`config.mk`:
```
export PLATFORM = sky130hd
export DESIGN_NAME = sdf_filter
export DESIGN_NICKNAME = d
export VERILOG_FILES = /design/src/common/sdf_pkg.sv /design/src/logic/sdf_filter.sv /design/src/logic/sdf_rate_gen.sv
export VERILOG_INCLUDE_DIRS = /design/src /design/src/common
export SDC_FILE = /design/constraint.sdc
export NUM_CORES = 2
export LEC_CHECK = 0
export BUFFER_PORTS_ARGS = -buffer_cell sky130_fd_sc_hd__clkbuf_2
export CORE_MARGIN = 2
export CORE_UTILIZATION = 58
export DETAILED_ROUTE_END_ITERATION = 16
export GPL_TIMING_DRIVEN = 0
export PLACE_DENSITY = 0.82
export SLEW_MARGIN = 0
export SYNTH_ARGS = -nofsm -noshare
export SYNTH_HDL_FRONTEND = slang
export SYNTH_SLANG_ARGS = --single-unit
```
`constraint.sdc`:
```
create_clock -name clk_sys -period 9.3 [get_ports clk_sys]
set_input_delay 1.86 -clock clk_sys [delete_from_list [all_inputs] [get_ports clk_sys]]
set_output_delay 1.86 -clock clk_sys [all_outputs]
set_load 0.02 [all_outputs]
```
`src/common/sdf_regs.svh`:
```
// Purpose: Offsets, field positions, reset values and rate counts for the sinc filter
// Assumes: 32-bit AHB-Lite register words, one aligned word each
// Notes: Included by bare name; definitions only
// How it works
// - positive differential input gives positive code
// - results span one, two or three periods
// - auto mode steps fast, sinc2 once, sinc3
// - decimation ratio limited to 20..2047
// - modulator rate is oscillator over 128/256
// - one result per output period, from period N of a restart in sincN modes
// - sampling rate scaled by gain-dependent factor
`ifndef SDF_REGS_SVH
`define SDF_REGS_SVH

`define SDF_CTRL_OFS 32'h0000_0000
`define SDF_DECIM_OFS 32'h0000_0004
`define SDF_STATUS_OFS 32'h0000_0008
`define SDF_DATA_LO_OFS 32'h0000_000C
`define SDF_DATA_HI_OFS 32'h0000_0010

`define SDF_CTRL_MODE_LSB 0
`define SDF_CTRL_SPEED_BIT 2
`define SDF_CTRL_GAIN_LSB 3
`define SDF_CTRL_CHAN_LSB 6
`define SDF_CTRL_WIDTH 9

`define SDF_STAT_READY_BIT 0
`define SDF_STAT_ORDER_LSB 1
`define SDF_STAT_SETTLING_BIT 3

`define SDF_CTRL_RST 9'h003
`define SDF_DECIM_RST 11'h014
`define SDF_DECIM_MIN 11'h014
`define SDF_DECIM_MAX 11'h7FF

`define SDF_DIV_FAST 9'h080
`define SDF_DIV_SLOW 9'h100

`endif

```
`src/common/sdf_pkg.sv`:
```
// Purpose: Types shared by the sinc filter design files
// Assumes: Numeric constants live in sdf_regs.svh
// Notes: Phase codes are Gray along the settling path
package sdf_pkg;

  // Filter selection as seen in the control word
  typedef enum logic [1:0] {
    SDF_FILT_FAST = 2'h0,
    SDF_FILT_SINC2 = 2'h1,
    SDF_FILT_SINC3 = 2'h2,
    SDF_FILT_AUTO = 2'h3
  } sdf_filt_t;

  // Output periods completed since the last restart, saturating
  typedef enum logic [1:0] {
    SDF_PH_NONE = 2'h0,
    SDF_PH_ONE = 2'h1,
    SDF_PH_TWO = 2'h3,
    SDF_PH_MANY = 2'h2
  } sdf_phase_t;

  // PGA setting code: gain is two to the power of the code
  typedef logic [2:0] sdf_gain_t;

endpackage

```
`src/logic/sdf_filter.sv`:
```
// Purpose: Decimating sinc filter with auto settling, behind an AHB-Lite slave
// Assumes: clk_sys is the oscillator clock; modBit is an asynchronous pin
// Notes: Results are raw CIC sums; gain is decimation ratio to the filter order
`timescale 1ns/10ps
`include "sdf_regs.svh"
module sdf_filter #(
  parameter int ACC_W = 36
) (
  input wire logic clk_sys,
  input wire logic rst,
  input wire logic hsel,
  input wire logic [31:0] haddr,
  input wire logic [1:0] htrans,
  input wire logic hwrite,
  input wire logic [2:0] hsize,
  input wire logic [31:0] hwdata,
  input wire logic hready,
  output logic [31:0] hrdata,
  output logic hreadyout,
  output logic hresp,
  input wire logic modBit,
  output logic modStrobe,
  output logic sampleStrobe,
  output logic [2:0] channelSel,
  output logic resultValid
);
  import sdf_pkg::*;

  // Bus and register state
  logic wrPend_reg, wrPend_next;
  logic [31:0] wrAddr_reg, wrAddr_next;
  logic [31:0] rdData_reg, rdData_next;
  logic [8:0] ctrl_reg, ctrl_next;
  logic [10:0] decim_reg, decim_next;
  logic ready_reg, ready_next;
  logic [1:0] order_reg, order_next;
  logic [ACC_W-1:0] data_reg, data_next;
  logic cfgRestart;
  logic dataRead;
  logic [10:0] wrDecim;

  // Filter state
  logic bitS1_reg, bitS2_reg;
  logic [ACC_W-1:0] int1_reg, int2_reg, int3_reg;
  logic [ACC_W-1:0] int1_next, int2_next, int3_next;
  logic [ACC_W-1:0] h2a_reg, h2b_reg, h3a_reg, h3b_reg, h3c_reg, h3d_reg;
  logic [ACC_W-1:0] h2a_next, h2b_next, h3a_next, h3b_next, h3c_next, h3d_next;
  logic [10:0] decCnt_reg, decCnt_next;
  sdf_phase_t phase_reg, phase_next;
  logic valid_reg, valid_next;
  logic [ACC_W-1:0] step;
  logic [ACC_W-1:0] comb1, comb2, comb3;
  logic periodEnd;
  logic [1:0] needOrder;
  logic [1:0] periodsDone;
  logic modTick;
  logic sampTick;
  sdf_filt_t mode;

  // Clamp a written ratio into the legal range
  function automatic logic [10:0] clamp_decim(input logic [31:0] w);
    if (w[31:11] != 21'h0) begin
      clamp_decim = `SDF_DECIM_MAX;
    end else if (w[10:0] < `SDF_DECIM_MIN) begin
      clamp_decim = `SDF_DECIM_MIN;
    end else begin
      clamp_decim = w[10:0];
    end
  endfunction

  // Periods completed including the one now ending, saturating at three
  function automatic logic [1:0] phase_count(input sdf_phase_t ph);
    case (ph)
      SDF_PH_NONE: phase_count = 2'h1;
      SDF_PH_ONE: phase_count = 2'h2;
      default: phase_count = 2'h3;
    endcase
  endfunction

  assign mode = sdf_filt_t'(ctrl_reg[`SDF_CTRL_MODE_LSB +: 2]);
  assign channelSel = ctrl_reg[`SDF_CTRL_CHAN_LSB +: 3];
  assign hreadyout = 1'b1;
  assign hresp = 1'b0;
  assign hrdata = rdData_reg;
  assign modStrobe = modTick;
  assign sampleStrobe = sampTick;
  assign resultValid = valid_reg;

  sdf_rate_gen u_rate (
    .clk_sys(clk_sys),
    .rst(rst),
    .restart(cfgRestart),
    .speedSel(ctrl_reg[`SDF_CTRL_SPEED_BIT]),
    .gainCode(ctrl_reg[`SDF_CTRL_GAIN_LSB +: 3]),
    .modTick(modTick),
    .sampTick(sampTick)
  );

  // Register slave: writes land in the data phase, reads are prepared a cycle early
  always_comb begin
    wrPend_next = hsel && hready && htrans[1] && hwrite;
    wrAddr_next = haddr;
    ctrl_next = ctrl_reg;
    decim_next = decim_reg;
    wrDecim = clamp_decim(hwdata);
    cfgRestart = 1'b0;
    if (wrPend_reg && wrAddr_reg == `SDF_CTRL_OFS) begin
      ctrl_next = hwdata[`SDF_CTRL_WIDTH-1:0];
      cfgRestart = (hwdata[`SDF_CTRL_WIDTH-1:0] != ctrl_reg);
    end
    if (wrPend_reg && wrAddr_reg == `SDF_DECIM_OFS) begin
      decim_next = wrDecim;
      cfgRestart = (wrDecim != decim_reg);
    end
    rdData_next = 32'h0000_0000; // Unmapped reads return zero
    dataRead = 1'b0;
    if (hsel && hready && htrans[1] && !hwrite) begin
      case (haddr)
        `SDF_CTRL_OFS: rdData_next = {23'h000000, ctrl_reg};
        `SDF_DECIM_OFS: rdData_next = {21'h000000, decim_reg};
        `SDF_STATUS_OFS: rdData_next = {28'h0000000, (phase_reg != SDF_PH_MANY),
                                        order_reg, ready_reg};
        `SDF_DATA_LO_OFS: begin
          rdData_next = data_reg[31:0];
          dataRead = 1'b1;
        end
        `SDF_DATA_HI_OFS: rdData_next = 32'(signed'(data_reg[ACC_W-1:32]));
        default: rdData_next = 32'h0000_0000;
      endcase
    end
  end

  // Integrators and combs; a one bit counts plus, a zero minus
  always_comb begin
    step = bitS2_reg ? ACC_W'(1) : '1;
    int1_next = int1_reg;
    int2_next = int2_reg;
    int3_next = int3_reg;
    decCnt_next = decCnt_reg;
    if (modTick) begin
      int1_next = int1_reg + step;
      int2_next = int2_reg + int1_next;
      int3_next = int3_reg + int2_next;
      decCnt_next = (decCnt_reg == decim_reg - 11'h001) ? 11'h000 : decCnt_reg + 11'h001;
    end
    periodEnd = modTick && (decCnt_reg == decim_reg - 11'h001);
    comb1 = int1_next - h2a_reg; // h2a doubles as first-order history
    comb2 = int2_next - (h3a_reg << 1) + h2b_reg;
    comb3 = int3_next - ACC_W'(3) * h3b_reg + ACC_W'(3) * h3c_reg - h3d_reg; // Three periods back
    if (cfgRestart) begin
      int1_next = '0;
      int2_next = '0;
      int3_next = '0;
      decCnt_next = 11'h000;
    end
  end

  // History taps of the combs, taken once per output period
  always_comb begin
    h2a_next = h2a_reg;
    h2b_next = h2b_reg;
    h3a_next = h3a_reg;
    h3b_next = h3b_reg;
    h3c_next = h3c_reg;
    h3d_next = h3d_reg;
    if (periodEnd) begin
      h2a_next = int1_next;
      h3a_next = int2_next;
      h2b_next = h3a_reg;
      h3b_next = int3_next;
      h3c_next = h3b_reg;
      h3d_next = h3c_reg;
    end
    if (cfgRestart) begin
      h2a_next = '0;
      h2b_next = '0;
      h3a_next = '0;
      h3b_next = '0;
      h3c_next = '0;
      h3d_next = '0;
    end
  end

  // Settling sequence and result capture
  always_comb begin
    phase_next = phase_reg;
    periodsDone = phase_count(phase_reg);
    case (mode)
      SDF_FILT_FAST: needOrder = 2'h1;
      SDF_FILT_SINC2: needOrder = 2'h2;
      SDF_FILT_SINC3: needOrder = 2'h3;
      default: needOrder = periodsDone;
    endcase
    valid_next = 1'b0;
    order_next = order_reg;
    data_next = data_reg;
    ready_next = ready_reg && !dataRead;
    if (periodEnd) begin
      case (phase_reg)
        SDF_PH_NONE: phase_next = SDF_PH_ONE;
        SDF_PH_ONE: phase_next = SDF_PH_TWO;
        SDF_PH_TWO: phase_next = SDF_PH_MANY;
        default: phase_next = SDF_PH_MANY;
      endcase
      if (periodsDone >= needOrder) begin
        valid_next = 1'b1;
        ready_next = 1'b1; // Set wins over a same-cycle read
        order_next = needOrder;
        case (needOrder)
          2'h1: data_next = comb1;
          2'h2: data_next = comb2;
          default: data_next = comb3;
        endcase
      end
    end
    if (cfgRestart) begin
      phase_next = SDF_PH_NONE;
      valid_next = 1'b0;
    end
  end

  // Registers of the filter, bus and settling logic
  always_ff @(posedge clk_sys) begin
    bitS1_reg <= modBit; // Pin synchroniser, first stage
    bitS2_reg <= bitS1_reg;
    if (rst) begin
      wrPend_reg <= 1'b0;
      wrAddr_reg <= 32'h0000_0000;
      rdData_reg <= 32'h0000_0000;
      ctrl_reg <= `SDF_CTRL_RST;
      decim_reg <= `SDF_DECIM_RST;
      ready_reg <= 1'b0;
      order_reg <= 2'h0;
      data_reg <= '0;
      int1_reg <= '0;
      int2_reg <= '0;
      int3_reg <= '0;
      h2a_reg <= '0;
      h2b_reg <= '0;
      h3a_reg <= '0;
      h3b_reg <= '0;
      h3c_reg <= '0;
      h3d_reg <= '0;
      decCnt_reg <= 11'h000;
      phase_reg <= SDF_PH_NONE;
      valid_reg <= 1'b0;
    end else begin
      wrPend_reg <= wrPend_next;
      wrAddr_reg <= wrAddr_next;
      rdData_reg <= rdData_next;
      ctrl_reg <= ctrl_next;
      decim_reg <= decim_next;
      ready_reg <= ready_next;
      order_reg <= order_next;
      data_reg <= data_next;
      int1_reg <= int1_next;
      int2_reg <= int2_next;
      int3_reg <= int3_next;
      h2a_reg <= h2a_next;
      h2b_reg <= h2b_next;
      h3a_reg <= h3a_next;
      h3b_reg <= h3b_next;
      h3c_reg <= h3c_next;
      h3d_reg <= h3d_next;
      decCnt_reg <= decCnt_next;
      phase_reg <= phase_next;
      valid_reg <= valid_next;
    end
  end
endmodule

```
`src/logic/sdf_rate_gen.sv`:
```
// Purpose: Modulator and input-sampling strobes derived from the oscillator clock
// Assumes: clk_sys is the oscillator; divisors are powers of two
// Notes: Counter restarts with the filter so periods line up with results
`timescale 1ns/10ps
`include "sdf_regs.svh"
module sdf_rate_gen (
  input wire logic clk_sys,
  input wire logic rst,
  input wire logic restart,
  input wire logic speedSel,
  input wire sdf_pkg::sdf_gain_t gainCode,
  output logic modTick,
  output logic sampTick
);
  import sdf_pkg::*;

  logic [8:0] divCnt_reg;
  logic [8:0] divCnt_next;
  logic [8:0] divisor;
  logic [8:0] sampMask;

  // Gain-dependent speed-up of the sampling switch
  function automatic logic [8:0] samp_mask(input logic [8:0] div, input sdf_gain_t g);
    logic [8:0] per;
    per = div;
    if (g >= 3'h5) begin
      per = div >> 4; // Gains 32..128 run sixteen times faster
    end else if (g == 3'h4) begin
      per = div >> 3; // Gain 16 runs eight times faster
    end
    samp_mask = per - 9'h001;
  endfunction

  // Divider select and tick decode
  always_comb begin
    divisor = speedSel ? `SDF_DIV_SLOW : `SDF_DIV_FAST;
    sampMask = samp_mask(divisor, gainCode);
    modTick = (divCnt_reg == divisor - 9'h001);
    sampTick = ((divCnt_reg & sampMask) == sampMask);
    divCnt_next = (modTick || restart) ? 9'h000 : divCnt_reg + 9'h001;
  end

  // Divider state
  always_ff @(posedge clk_sys) begin
    if (rst) begin
      divCnt_reg <= 9'h000;
    end else begin
      divCnt_reg <= divCnt_next;
    end
  end
endmodule

```
# After elaboration in Yosys (flattened, before gate mapping)
# Index checks and enable logic that the tools add are counted.
[op_classes]
n_reduce_logical = 21
shifts = 0
add_sub_neg = 14
bitwise_logic = 3
eq_ne = 17
n_div = 0
multipliers = 2
n_mux = 25
n_lt_le_gt_ge = 3
[op_table]
columns = ["op", "n"]
rows = [
  ["2-to-1 mux 36 bit", 7],
  ["adder 36 bit", 5],
  ["case mux 32 bit (5 select lines)", 1],
  ["subtractor 36 bit", 4],
  ["multiplier 2 x 36 -> 36 bit, first input constant", 2],
  ["case mux 36 bit (2 select lines)", 1],
  ["== test 32 x 3 -> 1 bit, second input constant", 2],
  ["== test 32 x 4 -> 1 bit, second input constant", 2],
  ["logical NOT 32 bit", 2],
  ["2-to-1 mux 11 bit", 3],
  ["== test 32 x 5 -> 1 bit, second input constant", 1],
  ["2-to-1 mux 9 bit", 3],
  ["nonzero test 21 bit", 1],
  ["== test 9 bit", 2],
  ["subtractor 9 x 1 -> 9 bit, second input constant", 2],
  ["adder 11 x 1 -> 11 bit, second input constant", 1],
  ["== test 11 bit", 1],
  ["< comparator 11 x 5 -> 1 bit, second input constant", 1],
  ["!= test 11 bit", 1],
  ["subtractor 11 x 1 -> 11 bit, second input constant", 1],
  ["adder 9 x 1 -> 9 bit, second input constant", 1],
  ["bitwise AND 9 bit", 1],
  ["!= test 9 bit", 1],
  ["logical AND 1 bit", 8],
  ["other kinds (16)", 31],
]
[totals]
output_inout_bits = 40
mem_bits_ro = 0
n_memories = 0
elab_cells = 108
ff_bits = 473
ramBits = 0
latchBits = 0

# Logic depth before layout (Yosys ltp)
[logic_depth]
depth_word = 9
ltp_mapped = 49

# By module
# Synthesis repeated with hierarchy kept, for this count alone.
[hier_totals]
hier_cells = 3830
area_unflattened_um2 = 32852.8
[modules_own_cells]
columns = ["module", "instances", "cells_each", "seq_area_each_um2", "area_per_inst_um2"]
rows = [
  ["sdf_filter", 1, 3773, 9288.9, 32362.3],
  ["sdf_rate_gen", 1, 57, 180.2, 490.5],
]

# Worst setup path after synthesis
# Ideal clock, no wire load.
[synth_timing]
path_type = "register -> register"
start = "reg bitS2_reg"
end = "reg data_reg[35]"
path_stages_with_launch = 44
path_buffers = 0
synth_period_minus_slack_ps = 9906
t_arrival_ps = 9826
setup_slack_ps = -606
cell_sequence = "dfxtp_1 inv_1 ha_1 a211oi_1 o21ai_1 a31o_2 a21o_1 a21oi_1 xnor2_1 ha_1 a2111oi_0 inv_1 o22ai_1 a31oi_1 a31oi_1 o21bai_1 a21oi_1 o21ai_0 [... 8 more ...] nor2_1 a21oi_1 fa_1 fa_1 fa_1 inv_1 ha_1 a21o_1 a311oi_1 o21ai_0 o41ai_1 o21ai_1 a21oi_1 nor2_1 o41ai_2 o21ai_0 xor2_1 a211oi_2"
[synth_via]
elab_chain_len = 9
elab_cells_between_ends = 14
classes_between = "9 x add/sub; 5 x mux"
[synth_rtl]
columns = ["item", "line_no", "source"]
rows = [
  ["from (decl)", "sdf_filter.sv:43", "logic bitS1_reg, bitS2_reg;"],
  ["from (signal assigned)", "sdf_filter.sv:225", "bitS2_reg <= bitS1_reg;"],
  ["2-to-1 mux 36 bit (*)", "sdf_filter.sv:135", "step = bitS2_reg ? ACC_W'(1) : '1;"],
  ["adder 36 bit (*)", "sdf_filter.sv:141", "int1_next = int1_reg + step;"],
  ["adder 36 bit", "sdf_filter.sv:142", "int2_next = int2_reg + int1_next;"],
  ["adder 36 bit", "sdf_filter.sv:143", "int3_next = int3_reg + int2_next;"],
  ["2-to-1 mux 36 bit", "sdf_filter.sv:140", "if (modTick) begin"],
  ["subtractor 36 bit", "sdf_filter.sv:149", "comb3 = int3_next - ACC_W'(3) * h3b_reg + ACC_W'(3) * h3c_reg - h3d_reg;"],
  ["adder 36 bit", "sdf_filter.sv:149", ""],
  ["subtractor 36 bit", "sdf_filter.sv:149", ""],
  ["case mux 36 bit (2 select lines) (*)", "sdf_filter.sv:209", "case (needOrder)"],
  ["to (signal assigned)", "sdf_filter.sv:255", "data_reg <= data_next;"],
  ["to (decl)", "sdf_filter.sv:37", "logic [ACC_W-1:0] data_reg, data_next;"],
]
# Every way passes the cells marked *; elsewhere a longest branch is shown, timed or not.
# A chain may end at the register's enable or synchronous reset.

# Final worst setup path
[layout_timing]
start = "reg bitS2_reg"
end = "reg data_reg[33]"
# The elaborated chain is that of the path after synthesis.

==> results.cfg <==
[global_routing]
grt_overflow = 0
grt_usage_pct = 37.1
antenna_found_initial = 2
grt_pass1_wl_um = 165000
grt_pass1_vias = 29444
grt_max_degree = 18

[pwr]
swShare_pct = 24.6
peakVddDrop_mv = 0.164
combPwrFrac_pct = 5.4
p_seq_share_pct = 44.1
p_int_mw = 3.49
power.leakage_nw = 16.1
clkPwrFrac_pct = 50.5
netSwitchingPower_mw = 1.14
power.density_nw_per_um2 = 119

[floorplanning]
die_w_um = 241
dieArea_um2 = 58100
die_h_um = 241
core_area_um2 = 55300
start_util_pct = 58.9
rows = 86
ios = 115

[finish]
drive_above_1_share_pct = 16.0
fillers = 4058
fin_cells = 5075
finalNetCount = 4758
final_util_pct = 70.2
syn2layout_area_growth_pct = 19.2

[logic_synthesis]
netlist_area_um2 = 32600
synthFlopType = dfxtp_1
syn-num-nets = 4457
yosysSeqAreaShare_pct = 29.1
async_flop_share_pct = 0
ys_ff_latch = 473
synth_cells = 3980
ys_warn_count = 0
synth-edff-count = 0
syn_avg_cell_area_um2 = 8.18
synth_cell_types = 96

[min_path]
hold_path.class = flop to flop

[drt]
drc = 0
finalWirelength_um = 116000
wl_per_cell_um = 22.9
postRouteAntennaNets = 0
first_iter_violations = 3952
viasPerCell = 6.30
first_pass_iters = 9
via_count = 31970

[critical_path]
cp.arrival_ns = 10.76
end_kind = flop
cp_slowest_cell = fa_1
critPathLaunchType = flop
crit_fanout = 8
required_ns = 9.80
slowest_delay_ns = 0.51
worstSetupPathType = flop to flop

[cts]
cts_made_buffers = 53
cts_tree = built
path_clk_slew_ns = 0.07
clock_latency_ns = 0.65
ctsRootBufferMaster = clkbuf_16
clk_path_buf_depth = 3
cts_sinks = 473
htree_num_levels = 2

[sta]
fin_tns_setup_ns = -9.55
finalCritPeriodShare_pct = 110
relSlewSlack_pct = 0.484
setup_viol = 19
slew_violations = 0
fin_skew_ns = 0.0281
final-hold-violation-count = 0
rsz0062_at_grt = yes
tightestPinTransition_ns = 1.49
post-route-min-period_ns = 10.26
fmax_mhz = 97.4
setup_slack_ns = -0.964

[place]
dp_slack_ns = -2.02
gp_congestion = 1.17
dpl.cell_count = 4832
dp.final_hpwl_um = 80500
port_buffers = 104

[run_status]
status = finished with violations
violations = capacitance limit, setup timing

[run]
max_cap_viol_count = 1
## cell type report
type	count	area (µm²)	area share [%]
Clock inverter	35	445	1.15
Tap cell	748	936	2.41
Timing Repair Buffer	245	1610	4.15
Buffer	177	840	2.16
Sequential cell	473	9480	24.4
Timing Repair inverter	1	5.00	0.0129
Inverter	284	1070	2.75
Clock buffer	65	1470	3.79
Antenna cell	1	2.50	0.00644
Multi-Input combinational cell	3046	23000	59.2
## critical path: cells and delay by family, from the launching register on
kind	cells	cell delay [ns]
adders and majority gates	7	2.70
AOI/OAI and AO/OA	22	4.67
DFF	1	0.36
and+or+nand+nor	7	0.74
xor gates and xnor gates	3	0.51
buffers and inverters	8	1.11
## stage by stage
step                      cell area, µm²  hold WS [ns]  power [mW]
after CTS                          37600         0.328        4.58
after global placement             34300         0.311        2.28
after global routing               38800         0.330        4.70
after floorplan                    32900         0.310        2.21
final                              38800         0.327        4.62
after detailed placement           34300         0.317        2.28
## cell usage in the layout, fill, tap and decap left out, types with 50 or more instances in the layout
master and count:
o21ai_0 96, nor2b_1 120, nor2_1 326, dfxtp_1 470, xor2_1 74, a211oi_1 65
nand2_1 643, a21oi_2 50, fa_1 172, nor3_1 52, clkbuf_16 54, inv_1 277
xnor2_1 107, a21oi_1 396, buf_4 145, clkbuf_2 105, clkbuf_1 125, ha_1 185
a21o_1 72
## path summary, 6_finish.rpt
kind                            startpoint  depth (start not counted)            to  slack [ns]
worst min-delay path             bitS1_reg                          0     bitS2_reg        0.33
worst max register to register   bitS2_reg                         47  data_reg[33]       -0.96
worst max-delay path             bitS2_reg                         47  data_reg[33]       -0.96
worst min register to register   bitS1_reg                          0     bitS2_reg        0.33
## power by group through the flow
stage	clock network, mW	registers [mW]	logic [mW]
6_report	2.34	2.04	0.248
5_1_grt	2.41	2.04	0.259
3_5_place_dp	0	2.08	0.197
2_1_floorplan	0	2.08	0.127
3_3_place_gp	0	2.08	0.194
4_1_cts	2.32	2.04	0.218
## kinds of logic after synthesis
| kind of cell | count (synthesis) | share of synthesized area (%) |
|---|---|---|
| DFF | 473 | 29.1 |
| muxes | 48 | 1.52 |
| adders and majority gates | 402 | 19.5 |
| AOI/OAI and AO/OA | 976 | 18.6 |
| other | 2 | 0.0231 |
| buffers and inverters | 461 | 5.84 |
| xor gates and xnor gates | 231 | 6.36 |
| and+or+nand+nor | 1387 | 19.1 |
## repair_timing
item,in CTS,in global routing
cloned,1,0
buffers inserted,83,64
pin swaps,95,130
gates resized for setup,131,155
hold buffers,0,0
setup endpoints to repair,23,19
## cell usage after synthesis, drive strengths merged (90+ instances only)
library cell	instances	area (µm²)
a21oi	452	2260
clkbuf	123	463
dfxtp	473	9470
fa	175	3500
ha	227	2840
inv	284	1070
nand2	648	2430
nor2	338	1270
nor2b	124	776
o21ai	135	676
xnor2	138	1220
xor2	90	788
## metal layers
layer / up-vias / wire (µm) / track usage, %
met5: - / 0 / 0
met1: 15012 / 43300 / 47.5
met3: 593 / 13600 / 7.56
met2: 2232 / 49500 / 57.0
li1: 14133 / - / -
met4: 0 / 9880 / 23.8
Power figures use the tool's default switching activity.
